<file path="config.mk">
export PLATFORM = sky130hd
export DESIGN_NAME = sdimx_ctrl
export DESIGN_NICKNAME = d
export VERILOG_FILES = /design/src/rtl/sdimx_pkg.sv /design/src/rtl/sdimx_ctrl.sv
export SDC_FILE = /design/constraint.sdc
export NUM_CORES = 1
export LEC_CHECK = 0
export BUFFER_PORTS_ARGS = -buffer_cell sky130_fd_sc_hd__buf_4
export CAP_MARGIN = 0
export CORE_ASPECT_RATIO = 1.2
export CORE_UTILIZATION = 50
export DETAILED_ROUTE_END_ITERATION = 8
export PLACE_DENSITY_LB_ADDON = 0.05
export SLEW_MARGIN = 20
export SYNTH_ARGS = -nofsm -noshare
export SYNTH_HDL_FRONTEND = slang
export SYNTH_SLANG_ARGS = --single-unit
</file>
<file path="constraint.sdc">
create_clock -name clk_sys -period 3.3 [get_ports clk_sys]
set_input_delay 0.66 -clock clk_sys [delete_from_list [all_inputs] [get_ports clk_sys]]
set_output_delay 0.66 -clock clk_sys [all_outputs]
set_load 0.02 [all_outputs]
</file>
<file path="src/rtl/sdimx_pkg.sv">
package sdimx_pkg;

  // ----------------------------------------------------------------
  // Pin widths and pin positions
  // ----------------------------------------------------------------
  localparam int PIN_W      = 18;
  localparam int LSB_BUS32  = 2;
  localparam int LSB_BUS16  = 1;
  localparam int AP_OFFSET  = 10;
  localparam int ROW_BASE   = 11;
  localparam int COL_BASE   = 8;
  localparam int ADDR_W     = 32;
  localparam int MODE_W     = 16;
  localparam int MODE_DATA_W = 12;
  localparam logic [1:0] WIDTH_SEL_MAX = 2'h2;
  localparam logic [3:0] REFRESH_TOTAL = 4'h8;

  // ----------------------------------------------------------------
  // Idle cycle tables for the timing fields
  // ----------------------------------------------------------------
  localparam logic [3:0] PRE_IDLE [4] = '{4'h1, 4'h2, 4'h3, 4'h4};
  localparam logic [3:0] REF_IDLE [4] = '{4'h3, 4'h4, 4'h6, 4'h9};

  // ----------------------------------------------------------------
  // Types
  // ----------------------------------------------------------------
  typedef enum logic [2:0] {
    SDIMX_CMD_NOP   = 3'h0,
    SDIMX_CMD_ACT   = 3'h1,
    SDIMX_CMD_READ  = 3'h2,
    SDIMX_CMD_WRITE = 3'h3,
    SDIMX_CMD_PRECHARGE_ALL_BANKS_CMD  = 3'h4,
    SDIMX_CMD_REF   = 3'h5,
    SDIMX_CMD_MRS   = 3'h6
  } sdimx_cmd_t;

  typedef enum logic [2:0] {
    SDIMX_ST_IDLE  = 3'h0,
    SDIMX_ST_PRECHARGE_ALL_BANKS_CMD  = 3'h1,
    SDIMX_ST_PWAIT = 3'h2,
    SDIMX_ST_REF   = 3'h3,
    SDIMX_ST_RWAIT = 3'h4,
    SDIMX_ST_MRS   = 3'h5
  } sdimx_state_t;

  typedef struct packed {
    logic              area2_select_n;
    logic              area3_select_n;
    logic              ras_n;
    logic              cas_n;
    logic              read_write_strobe_n;
    logic [PIN_W-1:0]  addr;
  } sdimx_pins_t;

  typedef struct packed {
    logic              area3_sdram;
    logic              area2_sdram;
    logic              bus32;
    logic [1:0]        row_sel;
    logic [1:0]        col_sel;
    logic              auto_precharge;
    logic [1:0]        precharge_idle_field;
    logic [1:0]        refresh_idle_field;
  } sdimx_cfg_t;

  typedef struct packed {
    sdimx_state_t      state;
    logic [3:0]        wait_cnt;
    logic [3:0]        ref_cnt;
    logic              init_done;
    logic              init_ack;
    logic [MODE_W-1:0] mode_addr;
    sdimx_cmd_t        last_cmd;
    sdimx_pins_t       pins;
  } sdimx_regs_t;

  localparam sdimx_pins_t PINS_IDLE = '{1'b1, 1'b1, 1'b1, 1'b1, 1'b1, '0};

endpackage : sdimx_pkg

</file>
<file path="src/rtl/sdimx_ctrl.sv">
`timescale 1ns/1ns
`default_nettype none

module sdimx_ctrl (
  input  wire logic                          clk_sys,
  input  wire logic                          rst,
  input  wire sdimx_pkg::sdimx_cfg_t         cfg,
  input  wire logic                          mode_req,
  input  wire logic [sdimx_pkg::ADDR_W-1:0]  mode_addr,
  output logic                               mode_ack,
  input  wire logic                          cmd_valid,
  input  wire sdimx_pkg::sdimx_cmd_t         cmd_kind,
  input  wire logic                          cmd_area3,
  input  wire logic [sdimx_pkg::ADDR_W-1:0]  cmd_addr,
  output logic                               cmd_ready,
  output logic                               init_done,
  output var sdimx_pkg::sdimx_pins_t         pins
);

  // ----------------------------------------------------------------
  // Address multiplexer
  // ----------------------------------------------------------------
  function automatic logic [sdimx_pkg::PIN_W-1:0] mux_addr(
    input logic [sdimx_pkg::ADDR_W-1:0] a,
    input logic                         row_phase,
    input sdimx_pkg::sdimx_cfg_t        c
  );
    int lsb;
    int rw;
    int cw;
    logic [sdimx_pkg::PIN_W-1:0] r;
    lsb = c.bus32 ? sdimx_pkg::LSB_BUS32 : sdimx_pkg::LSB_BUS16;
    rw  = sdimx_pkg::ROW_BASE + int'(c.row_sel);
    cw  = sdimx_pkg::COL_BASE + int'(c.col_sel);
    r   = '0;
    for (int p = 0; p < sdimx_pkg::PIN_W; p++) begin
      if (p >= lsb && p < lsb + rw + 2) begin
        if (row_phase || p >= lsb + rw) begin
          r[p] = a[p + cw];
        end else if (p == lsb + sdimx_pkg::AP_OFFSET) begin
          r[p] = c.auto_precharge;
        end else begin
          r[p] = a[p];
        end
      end
    end
    return r;
  endfunction : mux_addr

  // ----------------------------------------------------------------
  // Command encoding onto the strobes
  // ----------------------------------------------------------------
  function automatic sdimx_pkg::sdimx_pins_t drive(
    input sdimx_pkg::sdimx_cmd_t     k,
    input logic                      a3,
    input logic [sdimx_pkg::PIN_W-1:0] adr
  );
    sdimx_pkg::sdimx_pins_t o;
    o = sdimx_pkg::PINS_IDLE;
    o.addr = adr;
    if (k != sdimx_pkg::SDIMX_CMD_NOP) begin
      o.area3_select_n = !a3;
      o.area2_select_n = a3;
    end
    unique case (k)
      sdimx_pkg::SDIMX_CMD_NOP: begin
        o.addr = '0;
      end
      sdimx_pkg::SDIMX_CMD_ACT: begin
        o.ras_n = 1'b0;
      end
      sdimx_pkg::SDIMX_CMD_READ: begin
        o.cas_n = 1'b0;
      end
      sdimx_pkg::SDIMX_CMD_WRITE: begin
        o.cas_n = 1'b0;
        o.read_write_strobe_n = 1'b0;
      end
      sdimx_pkg::SDIMX_CMD_PRECHARGE_ALL_BANKS_CMD: begin
        o.ras_n = 1'b0;
        o.read_write_strobe_n = 1'b0;
      end
      sdimx_pkg::SDIMX_CMD_REF: begin
        o.ras_n = 1'b0;
        o.cas_n = 1'b0;
      end
      sdimx_pkg::SDIMX_CMD_MRS: begin
        o.ras_n = 1'b0;
        o.cas_n = 1'b0;
        o.read_write_strobe_n = 1'b0;
      end
      default: begin
        o = sdimx_pkg::PINS_IDLE;
      end
    endcase
    return o;
  endfunction : drive

  // ----------------------------------------------------------------
  // State registers
  // ----------------------------------------------------------------
  sdimx_pkg::sdimx_regs_t  st;
  sdimx_pkg::sdimx_regs_t  next_st;
  logic                    area_ok;
  logic [sdimx_pkg::PIN_W-1:0] all_ap;
  logic [sdimx_pkg::PIN_W-1:0] mode_pins;

  // Area 2 is only usable as SDRAM when area 3 is SDRAM as well.
  assign area_ok = cmd_area3 ? cfg.area3_sdram : (cfg.area2_sdram && cfg.area3_sdram);
  assign cmd_ready = st.init_done && st.state == sdimx_pkg::SDIMX_ST_IDLE;
  assign init_done = st.init_done;
  assign mode_ack  = st.init_ack;
  assign pins      = st.pins;

  always_comb begin
    all_ap = '0;
    all_ap[(cfg.bus32 ? sdimx_pkg::LSB_BUS32 : sdimx_pkg::LSB_BUS16)
           + sdimx_pkg::AP_OFFSET] = 1'b1;
    mode_pins = '0;
    // Only the offset inside the mode window reaches the pins; the window base is dropped.
    mode_pins[sdimx_pkg::MODE_DATA_W-1:0] =
      st.mode_addr[sdimx_pkg::MODE_DATA_W-1:0];
  end

  always_comb begin
    next_st = st;
    next_st.init_ack = 1'b0;
    next_st.last_cmd = sdimx_pkg::SDIMX_CMD_NOP;
    next_st.pins = sdimx_pkg::PINS_IDLE;
    unique case (st.state)
      sdimx_pkg::SDIMX_ST_IDLE: begin
        if (mode_req) begin
          next_st.mode_addr = mode_addr[sdimx_pkg::MODE_W-1:0];
          next_st.state = sdimx_pkg::SDIMX_ST_PRECHARGE_ALL_BANKS_CMD;
        end else if (cmd_valid && st.init_done && area_ok) begin
          // Each read or write is one column command: burst length one.
          next_st.last_cmd = cmd_kind;
          next_st.pins = drive(cmd_kind, cmd_area3,
                               mux_addr(cmd_addr, cmd_kind == sdimx_pkg::SDIMX_CMD_ACT, cfg));
        end
      end
      sdimx_pkg::SDIMX_ST_PRECHARGE_ALL_BANKS_CMD: begin
        next_st.last_cmd = sdimx_pkg::SDIMX_CMD_PRECHARGE_ALL_BANKS_CMD;
        next_st.pins = drive(sdimx_pkg::SDIMX_CMD_PRECHARGE_ALL_BANKS_CMD, 1'b1, all_ap);
        next_st.wait_cnt = sdimx_pkg::PRE_IDLE[cfg.precharge_idle_field];
        next_st.ref_cnt = '0;
        next_st.state = sdimx_pkg::SDIMX_ST_PWAIT;
      end
      sdimx_pkg::SDIMX_ST_PWAIT, sdimx_pkg::SDIMX_ST_RWAIT: begin
        next_st.wait_cnt = st.wait_cnt - 4'h1;
        if (st.wait_cnt == 4'h1) begin
          next_st.state = (st.ref_cnt == sdimx_pkg::REFRESH_TOTAL)
                        ? sdimx_pkg::SDIMX_ST_MRS : sdimx_pkg::SDIMX_ST_REF;
        end
      end
      sdimx_pkg::SDIMX_ST_REF: begin
        next_st.last_cmd = sdimx_pkg::SDIMX_CMD_REF;
        next_st.pins = drive(sdimx_pkg::SDIMX_CMD_REF, 1'b1, '0);
        next_st.ref_cnt = st.ref_cnt + 4'h1;
        next_st.wait_cnt = sdimx_pkg::REF_IDLE[cfg.refresh_idle_field];
        next_st.state = sdimx_pkg::SDIMX_ST_RWAIT;
      end
      sdimx_pkg::SDIMX_ST_MRS: begin
        next_st.last_cmd = sdimx_pkg::SDIMX_CMD_MRS;
        next_st.pins = drive(sdimx_pkg::SDIMX_CMD_MRS, 1'b1, mode_pins);
        next_st.init_done = 1'b1;
        next_st.init_ack = 1'b1;
        next_st.state = sdimx_pkg::SDIMX_ST_IDLE;
      end
      default: begin
        next_st.state = sdimx_pkg::SDIMX_ST_IDLE;
      end
    endcase
  end

  always_ff @(posedge clk_sys or posedge rst) begin
    if (rst) begin
      st <= '{state: sdimx_pkg::SDIMX_ST_IDLE, wait_cnt: '0, ref_cnt: '0,
              init_done: 1'b0, init_ack: 1'b0, mode_addr: '0,
              last_cmd: sdimx_pkg::SDIMX_CMD_NOP, pins: sdimx_pkg::PINS_IDLE};
    end else begin
      st <= next_st;
    end
  end

  // ----------------------------------------------------------------
  // Assertions
  // ----------------------------------------------------------------
  property p_precharge_all_banks_cmd_to_ref_two;
    @(posedge clk_sys) disable iff (rst)
    (st.last_cmd == sdimx_pkg::SDIMX_CMD_PRECHARGE_ALL_BANKS_CMD && cfg.precharge_idle_field == 2'h1)
      |=> (st.last_cmd == sdimx_pkg::SDIMX_CMD_NOP)[*2]
          ##1 st.last_cmd == sdimx_pkg::SDIMX_CMD_REF;
  endproperty
  a_precharge_all_banks_cmd_to_ref_two: assert property (p_precharge_all_banks_cmd_to_ref_two) else $error("precharge gap wrong");

  property p_ref_gap_six;
    @(posedge clk_sys) disable iff (rst)
    (st.last_cmd == sdimx_pkg::SDIMX_CMD_REF && cfg.refresh_idle_field == 2'h2)
      |=> (st.last_cmd == sdimx_pkg::SDIMX_CMD_NOP)[*6]
          ##1 st.last_cmd != sdimx_pkg::SDIMX_CMD_NOP;
  endproperty
  a_ref_gap_six: assert property (p_ref_gap_six) else $error("refresh gap wrong");

  property p_seq_start;
    @(posedge clk_sys) disable iff (rst)
    (mode_req && st.state == sdimx_pkg::SDIMX_ST_IDLE)
      |-> ##2 st.last_cmd == sdimx_pkg::SDIMX_CMD_PRECHARGE_ALL_BANKS_CMD && !st.pins.area3_select_n;
  endproperty
  a_seq_start: assert property (p_seq_start) else $error("sequence did not start");

  property p_eight_refs;
    @(posedge clk_sys) disable iff (rst)
    st.last_cmd == sdimx_pkg::SDIMX_CMD_MRS |-> $past(st.ref_cnt) == sdimx_pkg::REFRESH_TOTAL;
  endproperty
  a_eight_refs: assert property (p_eight_refs) else $error("refresh count wrong");

  property p_ack_after_mrs;
    @(posedge clk_sys) disable iff (rst)
    mode_ack |-> st.last_cmd == sdimx_pkg::SDIMX_CMD_MRS && init_done;
  endproperty
  a_ack_after_mrs: assert property (p_ack_after_mrs) else $error("early acknowledge");

  property p_no_early_cmd;
    @(posedge clk_sys) disable iff (rst)
    !init_done |-> !(st.last_cmd inside {sdimx_pkg::SDIMX_CMD_ACT,
                     sdimx_pkg::SDIMX_CMD_READ, sdimx_pkg::SDIMX_CMD_WRITE});
  endproperty
  a_no_early_cmd: assert property (p_no_early_cmd) else $error("command before mode set");

  property p_mrs_data;
    @(posedge clk_sys) disable iff (rst)
    st.last_cmd == sdimx_pkg::SDIMX_CMD_MRS
      |-> st.pins.addr[sdimx_pkg::MODE_DATA_W-1:0] == st.mode_addr[sdimx_pkg::MODE_DATA_W-1:0]
          && st.pins.addr[sdimx_pkg::PIN_W-1:sdimx_pkg::MODE_DATA_W] == '0
          && !st.pins.read_write_strobe_n;
  endproperty
  a_mrs_data: assert property (p_mrs_data) else $error("mode data wrong");

  property p_col_ap;
    @(posedge clk_sys) disable iff (rst)
    (cmd_ready && cmd_valid && area_ok && !mode_req && cfg.bus32
     && cmd_kind inside {sdimx_pkg::SDIMX_CMD_READ, sdimx_pkg::SDIMX_CMD_WRITE})
      |=> st.pins.addr[sdimx_pkg::LSB_BUS32 + sdimx_pkg::AP_OFFSET] == $past(cfg.auto_precharge);
  endproperty
  a_col_ap: assert property (p_col_ap) else $error("precharge pin wrong");

  property p_area2_gated;
    @(posedge clk_sys) disable iff (rst)
    !st.pins.area2_select_n |-> $past(cfg.area2_sdram && cfg.area3_sdram);
  endproperty
  a_area2_gated: assert property (p_area2_gated) else $error("area 2 used alone");

  c_init_done: cover property (@(posedge clk_sys) disable iff (rst) $rose(init_done));
  c_read: cover property (@(posedge clk_sys) disable iff (rst)
    st.last_cmd == sdimx_pkg::SDIMX_CMD_READ);
  c_area2_write: cover property (@(posedge clk_sys) disable iff (rst)
    st.last_cmd == sdimx_pkg::SDIMX_CMD_WRITE && !st.pins.area2_select_n);

endmodule : sdimx_ctrl

`default_nettype wire

</file>
==> reports/results.ini, run 1 <==
[run_status]
status = complete, no violations

[yosys]
yosysTopAreaCell = dfrtp_1
synth_nets = 474
yosysTopAreaCellShare_pct = 28.0
yosysMostFrequentCell = dfrtp_1
ys_top_cells_by_area = dfrtp_1 28%, mux4_2 13%, ha_1 6.8%
yosysWarnings = 0
synth-seq-cells = 48
synth_area_um2 = 3840
synthCells = 367
ys.flop_type = dfrtp_1
avgSynthCellArea_um2 = 10.5
ys_top_cells_by_count = 43 x dfrtp_1, 30 x nand2_1, 29 x inv_1
postSynth.asyncResetShare_pct = 100
ys_seq_area_share_pct = 31.5
synth-edff-count = 0
synthDistinctLibCells = 66

[placed_design]
port_buffers = 88
placed_area_um2 = 4360
place_ws_ns = 0.367
place_congestion = 0.881
dp_hpwl_um = 6670

[grt]
met1_usage_pct = 28.8
grt_overflow = 0
grt_start_max_net_pins = 49
antenna_found_initial = 0
grt_use_met2_pct = 40.4
grt_pass1_vias = 3010
grt_pass1_wl_um = 14300
grt_busiest_layer = met2
met3_usage_pct = 3.55
grt_usage_pct = 23.2

[clock_network]
cts_setup_buffers = 0
cts_root_buffer = clkbuf_8
hold_buffers = 0
numCtsBuffers = 5
clockBufferDepth = 2
clock-sinks = 48
clk_latency_ns = 0.30
cts_tree = yes
post_cts_resized = 0
cts_max_level = 2
clk_pin_slew_ns = 0.09

[timing]
setup_viol = 0
fmax_mhz = 380
setup_slack_ns = 0.669
skew_ns = 0.00716
finalCriticalPeriod_ns = 2.63
maxSlewHeadroom_pct = 45.2
drv_slew = 0
setup_tns_ns = 0
rsz0062_at_grt = no
finalCritPeriodShare_pct = 79.7
tightest_slew_ns = 0.821
hold_viol = 0

[finish]
final_layout_size_suffix_gt1_share_pct = 36.3
final_design_area_no_fill_um2 = 4500
antenna_cells = 0
multiInputGateArea_um2 = 2220
nFillCells = 658
syn_to_final_growth_pct = 17.2
seqCellArea_um2 = 1210
final_nets = 533

[drt]
drt_iter0_drc = 84
drc = 0
viasPerCell = 5.84
routedWlPerCell_um = 17.0
totalWireLength_um = 8780
drt_first_pass_iters = 4
vias = 3017
antenna_left = 0

[worst_setup_path]
ff2ff_path_depth = 4
critPathMaxFanout = 7
r2r_slack_ns = 1.28
arrival_ns = 2.80
cp-endpoint = pins[14]
cp.required_ns = 3.47
reg2reg_from = st[52]
worstReg2RegEnd = mode_pins[10]
cp-start-kind = primary input
crit_start = cfg[9]
path_class = in2reg
critPathCaptureType = flop

[power]
cellLeakagePower_nw = 2.03
peakVddDrop_mv = 0.622
power-per-cell-area_nw_per_um2 = 557

[die]
die_x_um = 82.0
dieArea_um2 = 8030
core_um2 = 7360
die_y_um = 98.0
io_pins = 110
initial_utilization_pct = 52.1
num_rows = 34

[min_path]
holdCritPathClass = reg2reg

[run]
cap_violations = 0

==> routing by layer <==
metal / part of all wire, % / up-vias / wire length (um)
met4: 1.6 / 0 / 143
met5: 0 / - / 0
met1: 41 / 1467 / 3570
met3: 4.3 / 11 / 377
met2: 53 / 95 / 4690
li1: - / 1444 / -
==> per-stage QoR <==
stage	cells	power [mW]	utilization (%)	hold WS (ns)
floorplan	367	1.73	-	0.441
global placement	509	1.99	59.3	0.457
detailed placement	509	2.01	59.3	0.466
CTS	517	2.52	61.1	0.489
global route	517	2.68	61.1	0.507
finish	517	2.51	61.1	0.484
==> state kept, by name, indices dropped and copies added (netlist names) <==
name and flops:
st 11, mode_pins 12, pins 23, init_done 1, mode_ack 1
==> how the worst min path moves through the flow <==
stage	startpoint	slack, ns	to	depth (start not counted)
detailed placement	mode_pins[2]	0.47	pins[2]	2
global placement	mode_pins[0]	0.46	pins[0]	1
CTS	mode_pins[2]	0.49	pins[2]	2
floorplan	mode_pins[1]	0.44	pins[1]	2
finish	mode_pins[0]	0.48	pins[0]	1
global route	mode_pins[1]	0.51	mode_pins[1]	1
==> cells in the final DEF (no fill, tap or decap), types with 4 or more instances in the layout <==
cell      count
clkbuf_8      5
nand2_1      30
mux2i_1      12
nand3_1       7
and2_1        4
nand2b_1      6
mux4_2       22
ha_1         21
o31ai_1       6
o21ai_1       5
o21ai_0      19
nor2_1       13
mux2_1        7
nor3b_1       4
dfstp_2       5
nor3_1        5
inv_1        28
buf_4        95
o31ai_2       5
mux2_2        8
a21oi_1       9
a21o_1        5
nor4_1        5
dfrtp_1      43
==> cells by family after synthesis <==
kind of cell	count (synthesis)	synth area share, %
AO/OA/AOI/OAI	78	14.5
XOR/XNOR	1	0.228
adder cells (fa/ha/maj)	23	7.89
buffers and inverters	72	10.7
flip-flops	48	31.5
multiplexers	51	21.8
AND/OR/NAND/NOR	94	13.4
==> worst max-delay path, cell delays in order <==
cell     delay (ns)
buf_4          0.15
ha_1           0.16
inv_1          0.06
fa_1           0.64
inv_1          0.14
fa_1           0.62
a21oi_1        0.09
nor4_1         0.28
==> cell type report <==
type / count / area share, %
clock inverter: 2 / 1.34
sequential: 48 / 26.9
clock buffer: 6 / 1.61
timing repair buffer: 95 / 15.9
multi-input combinational: 247 / 49.4
tap: 90 / 2.50
inverter: 29 / 2.45
==> where the power goes <==
group / internal (mW) / total (mW) / switching (mW) / leakage (nW)
combinational: 0.511 / 1.11 / 0.600 / 1.36
clock: 0.303 / 0.507 / 0.204 / 0.0654
sequential: 0.774 / 0.887 / 0.113 / 0.609
(Power assumes the default switching activity.)
==> inputs of run 2 (changes only) <==
ABC_AREA = 1   (was unset)
CORE_UTILIZATION = 47   (was 50)
clock period = 2.3 ns   (was 3.3 ns; I/O delays follow)
==> run 2 against run 1 <==
Against the previous run: critical path depth up 5; worst hold slack worse by 0.17 ns; global-route usage increased by 1.6 points; sequential cell count stayed put; wire length grew 4.0%; combinational power is 40% higher; largest cell class unchanged; largest power group unchanged.
==> reports/results.ini, run 2 <==
[run_status]
status = complete, no violations

[die]
io_pins = 110  ; unchanged
initial_utilization_pct = 48.8  ; -3.4 points
die_x_um = 81.3  ; -0.80%
die_y_um = 97.2  ; -0.81%
num_rows = 34  ; unchanged
dieArea_um2 = 7900  ; -1.6%
core_um2 = 7270  ; -1.2%

[timing]
rsz0062_at_grt = no
hold_viol = 0  ; unchanged
fmax_mhz = 476
maxSlewHeadroom_pct = 58.6  ; +13 points
tightest_slew_ns = 0.621  ; -0.200 ns
finalCriticalPeriod_ns = 2.10
drv_slew = 0  ; unchanged
finalCritPeriodShare_pct = 91.4
skew_ns = 0.0104  ; +0.00320 ns
hold_slack_ns = 0.314  ; -0.170 ns
setup_viol = 0  ; unchanged

[drt]
totalWireLength_um = 9120  ; +4.0%
wl_met2_um = 4660  ; -0.55%
viasPerCell = 5.09  ; -13%
antenna_left = 0  ; unchanged
drt_first_pass_iters = 4  ; unchanged
wl_met3_um = 402  ; +6.6%
drc = 0  ; unchanged
routedWlPerCell_um = 14.0  ; -17%
drt_iter0_drc = 146  ; +74%
topRoutingLayerUsed = met4
vias = 3316  ; +9.9%
wl_met1_um = 3880  ; +8.6%

[power]
p_sw_share_pct = 37.9  ; +1.3 points
power-per-cell-area_nw_per_um2 = 819  ; +47%
cellLeakagePower_nw = 2.32  ; +14%
comb_power_share_pct = 43.6  ; -0.8 points
pwr-share-seq_pct = 35.7  ; +0.3 points
clock_power_share_pct = 20.7  ; +0.5 points
power_switching_mw = 1.35  ; +47%
peakVddDrop_mv = 0.508  ; -18%
intPower_mw = 2.21  ; +39%
total_power_mw = 3.56  ; +42%

[worst_setup_path]
critPathMaxFanout = 3  ; -4
path_class = in2reg
arrival_ns = 2.30  ; -0.50 ns
cp-start-kind = primary input
critPathCaptureType = flop
cp.required_ns = 2.50  ; -0.97 ns

[placed_design]
place_congestion = 0.947  ; +7.5%
dp_hpwl_um = 7220  ; +8.2%
port_buffers = 88  ; unchanged
dp_cells = 643  ; +26%
placed_area_um2 = 4200  ; -3.7%

[clock_network]
numCtsBuffers = 5  ; unchanged
hold_buffers = 0  ; unchanged
cts_root_buffer = clkbuf_8
cts_max_level = 2  ; unchanged
clk_latency_ns = 0.30  ; about the same
clock-sinks = 48  ; unchanged
clk_pin_slew_ns = 0.09  ; about the same
cts_tree = yes
clockBufferDepth = 2  ; unchanged

[finish]
largest_reg_flops = 23  ; unchanged
final_design_area_no_fill_um2 = 4340  ; -3.4%
final_nets = 667  ; +25%
antenna_cells = 0  ; unchanged
final_layout_size_suffix_gt1_share_pct = 26.9  ; -9.4 points
syn_to_final_growth_pct = 22.4
nFillCells = 712  ; +8.2%
final_cells = 651  ; +26%
layout_common_cells = 128 x nand2_1, 102 x buf_4, 69 x nand3_1, 48 x inv_1, 43 x dfrtp_1
multiInputGateArea_um2 = 1900  ; -15%
seqCellArea_um2 = 1210  ; unchanged
fin_util_pct = 59.7  ; -1.4 points
final_common_cell = nand2_1

[yosys]
synth_area_um2 = 3550  ; -7.5%
ys.flop_type = dfrtp_1
synthCells = 485  ; +32%
yosysWarnings = 0  ; unchanged
yosysTopAreaCellShare_pct = 30.3  ; +2.3 points
synth-seq-cells = 48  ; unchanged
synth-edff-count = 0  ; unchanged
postSynth.asyncResetShare_pct = 100  ; unchanged
avgSynthCellArea_um2 = 7.32  ; -30%
ys_seq_area_share_pct = 34.0  ; +2.6 points
ys_top_cells_by_area = dfrtp_1 30%, nand2_1 14%, nand3_1 9.7%
synth_nets = 592  ; +25%
synthDistinctLibCells = 36  ; -45%
ys_top_cells_by_count = 128 x nand2_1, 69 x nand3_1, 52 x inv_1
yosysMostFrequentCell = nand2_1
yosysTopAreaCell = dfrtp_1

[grt]
grt_start_max_net_pins = 49  ; unchanged
grt_usage_pct = 24.7  ; +1.6 points
grt_pass1_vias = 3308  ; +9.9%
grt_pass1_wl_um = 15100  ; +5.2%
antenna_found_initial = 0  ; unchanged
grt_overflow = 0  ; unchanged

[run]
cap_violations = 0  ; unchanged

[min_path]
holdCritPathClass = in2async

## run 2: cell count changes in the layout (fill, tap and decap cells not counted), moves of 7 or more
cell / previous run / this run
buf_4: 95 / 102
inv_1: 28 / 48
mux2_1: 7 / 0
mux2i_1: 12 / 0
mux4_2: 22 / 0
nand2_1: 30 / 128
nand3_1: 7 / 69
nor2_1: 13 / 36
o21ai_0: 19 / 33
## run 2: logic make-up after synthesis
family / after synthesis / synth area share [%]
compound gates: 54 / 8.43
fa+ha+maj: 23 / 8.53
xor+xnor: 3 / 0.741
buf+inv: 91 / 12.9
simple gates: 256 / 31.5
mux: 10 / 3.81
flops: 48 / 34.0
## run 2: final cells by class
cell class	count	share of cell area, %
multi-input combinational	346	43.7
sequential	48	27.8
inverter	57	5.10
tap	90	2.59
clock inverter	3	1.59
timing repair buffer	102	17.6
clock buffer	5	1.59
## run 2: repair_timing
item	4_1_cts	5_1_grt
resized for setup	0	1
setup endpoints to repair	0	1
setup buffers	0	0
## run 2: layer usage
| layer | up-vias | GRT usage [%] |
|---|---|---|
| met5 | - | 0 |
| met4 | 0 | 7.28 |
| met3 | 15 | 3.38 |
| met2 | 107 | 43.8 |
| met1 | 1512 | 30.2 |
| li1 | 1682 | - |
## run 2: worst paths after layout
check                      slack, ns           from        to  depth (start not counted)
min in group clk_sys            0.35      cmd_area3  pins[22]                          3
max in group asynchronous       1.56            rst  pins[17]                          3
max reg2reg                     0.76         st[53]  pins[15]                          9
max                             0.20         cfg[7]   pins[8]                         13
min                             0.31            rst   pins[0]                          3
min reg2reg                     0.48  mode_pins[10]  pins[10]                          2
## run 2: critical path: stages
cell and delay (ns):
buf_4 0.12, inv_4 0.05, ha_4 0.12, inv_2 0.03, fa_1 0.51, inv_2 0.05, fa_1 0.49, nor2_1 0.15
nand2_1 0.07, o21ai_0 0.08, nor2_1 0.06, nand2_1 0.07, nand2_1 0.05
## run 2: per-stage QoR
step                worst slack (ns)  TNS [ns]
floorplan                    0.00750         0
global placement              -0.109    -0.323
detailed placement            -0.120    -0.444
CTS                            0.193         0
global route                0.000607         0
finish                         0.198         0
## run 2: power groups by stage
stage	logic [mW]	clock network [mW]	registers, mW
floorplan	1.17	0	1.25
global placement	1.53	0	1.27
detailed placement	1.55	0	1.29
CTS	1.56	0.748	1.27
global route	1.73	0.782	1.30
finish	1.55	0.737	1.27
==> inputs of run 3 (changes only) <==
ABC_AREA = unset   (was 1)
CORE_UTILIZATION = 48   (was 47)
==> run 3 against run 2 <==
Against the previous run: register-to-register slack worse by 0.38 ns; clock power is 26% lower; maximum frequency is 2.4% lower; sequential power is 5% higher.
==> reports/results.ini, run 3 (synthesis results as in run 1) <==
[drt]
vias = 3130  ; -5.6%
antenna_left = 0  ; unchanged
routedWlPerCell_um = 16.8  ; +20%
viasPerCell = 5.74  ; +13%
drt_first_pass_iters = 4  ; unchanged
drt_iter0_drc = 163  ; +12%
drc = 0  ; unchanged
totalWireLength_um = 9150  ; +0.32%

[finish]
final_common_cell = buf_4
antenna_cells = 0  ; unchanged
final_nets = 559  ; -16%
layout_common_cells = 120 x buf_4, 43 x dfrtp_1, 30 x nand2_1, 27 x inv_1, 22 x mux4_2
seqCellArea_um2 = 1210  ; unchanged
final_design_area_no_fill_um2 = 4700  ; +8.2%
multiInputGateArea_um2 = 2250  ; +19%
syn_to_final_growth_pct = 22.4  ; about the same
fin_util_pct = 61.0  ; +1.3 points
largest_reg_flops = 23  ; unchanged
final_cells = 545  ; -16%
nFillCells = 670  ; -5.9%
final_layout_size_suffix_gt1_share_pct = 41.7  ; +15 points

[die]
num_rows = 35  ; +2.9%
dieArea_um2 = 8360  ; +5.8%
io_pins = 110  ; unchanged
initial_utilization_pct = 49.8  ; +1.0 points
die_y_um = 99.9  ; +2.8%
die_x_um = 83.6  ; +2.8%
core_um2 = 7710  ; +6.0%

[worst_setup_path]
cp.required_ns = 2.51  ; about the same
critPathCaptureType = flop
path_class = in2reg
cp-start-kind = primary input
arrival_ns = 2.36  ; +0.06 ns
critPathMaxFanout = 6  ; +3

[power]
intPower_mw = 2.18  ; -1.5%
comb_power_share_pct = 47.1  ; +3.5 points
clock_power_share_pct = 15.4  ; -5.3 points
cellLeakagePower_nw = 2.15  ; -7.2%
p_sw_share_pct = 38.7  ; +0.79 points
power-per-cell-area_nw_per_um2 = 755  ; -7.8%
peakVddDrop_mv = 0.528  ; +3.9%
power_switching_mw = 1.37  ; +1.9%
pwr-share-seq_pct = 37.5  ; +1.8 points

[clock_network]
cts_setup_buffers = 0  ; unchanged
clk_latency_ns = 0.30  ; about the same
cts_tree = yes
numCtsBuffers = 5  ; unchanged
cts_max_level = 2  ; unchanged
clockBufferDepth = 2  ; unchanged
cts_root_buffer = clkbuf_8
post_cts_resized = 0  ; unchanged
clock-sinks = 48  ; unchanged
clk_pin_slew_ns = 0.10  ; about the same
hold_buffers = 0  ; unchanged

[placed_design]
dp_cells = 537  ; -16%
place_ws_ns = -0.242  ; -0.122 ns
placed_area_um2 = 4580  ; +9.1%
dp_hpwl_um = 7220  ; about the same
place_congestion = 0.862  ; -9.0%
port_buffers = 88  ; unchanged

[timing]
setup_slack_ns = 0.146  ; -0.0524 ns
maxSlewHeadroom_pct = 40.4  ; -18 points
rsz0062_at_grt = no
finalCritPeriodShare_pct = 93.7  ; +2.3 points
drv_slew = 0  ; unchanged
tightest_slew_ns = 0.891  ; +0.271 ns
setup_viol = 0  ; unchanged
finalCriticalPeriod_ns = 2.15  ; +0.0524 ns
skew_ns = 0.00561  ; -0.00475 ns
fmax_mhz = 464  ; -2.4%
hold_viol = 0  ; unchanged
hold_slack_ns = 0.181  ; -0.133 ns

[grt]
grt_pass1_wl_um = 15200  ; +1.0%
grt_start_max_net_pins = 28  ; -43%
grt_pass1_vias = 3140  ; -5.1%
grt_overflow = 0  ; unchanged
grt_usage_pct = 22.9  ; -1.8 points
antenna_found_initial = 0  ; unchanged

[run]
cap_violations = 0  ; unchanged

[min_path]
holdCritPathClass = in2async

[run_status]
status = complete, no violations

run 3: cell count changes in the layout (fill, tap and decap cells not counted), moves of 12 or more:
cell / change
buf_4: +18
inv_1: -21
mux2i_1: +12
mux4_2: +22
nand2_1: -98
nand3_1: -62
nor2_1: -23
o21ai_0: -14
run 3: power groups by stage:
stage | Combinational (mW) | Sequential, mW | Clock [mW]
after floorplan | 1.22 | 1.27 | 0
after global placement | 1.63 | 1.34 | 0
after detailed placement | 1.66 | 1.35 | 0
after CTS | 1.67 | 1.33 | 0.563
after global routing | 1.84 | 1.37 | 0.593
final | 1.67 | 1.33 | 0.548
run 3: worst max-delay path, stage by stage:
cell and delay (ns):
buf_4 0.11, inv_1 0.05, ha_1 0.13, inv_1 0.06, fa_2 0.60, inv_2 0.06, fa_2 0.58, a21oi_1 0.09
o32ai_1 0.21
run 3: stage by stage:
step | TNS (ns) | total power [mW]
floorplan | 0 | 2.48
global placement | -1.21 | 2.97
detailed placement | -1.55 | 3.01
CTS | 0 | 3.56
global route | 0 | 3.81
finish | 0 | 3.55
run 3: layer usage:
layer | track usage (%) | up-vias | wire length [um] | part of all wire [%]
li1 | - | 1493 | - | -
met1 | 27.2 | 1514 | 3680 | 40
met2 | 42.1 | 107 | 4860 | 53
met3 | 2.63 | 16 | 378 | 4.1
met4 | 9.91 | 0 | 235 | 2.6
met5 | 0 | - | 0 | 0
run 3: path summary, 6_finish.rpt:
kind | cells after the start | slack [ns] | to | start
max in group asynchronous | 3 | 1.60 | pins[11] | rst
hold reg to reg | 1 | 0.48 | pins[0] | mode_pins[0]
setup / recovery | 9 | 0.15 | pins[12] | cfg[7]
setup reg to reg | 4 | 0.38 | pins[3] | st[53]
min in group clk_sys | 2 | 0.37 | mode_pins[6] | mode_addr[6]
hold / removal | 2 | 0.18 | pins[0] | rst
run 3: final cells by class:
class / count / area share, %
multi-input combinational: 247 / 47.9
sequential: 48 / 25.7
timing repair buffer: 121 / 19.6
tap: 92 / 2.45
inverter: 29 / 2.32
clock buffer: 6 / 1.76
clock inverter: 2 / 0.293
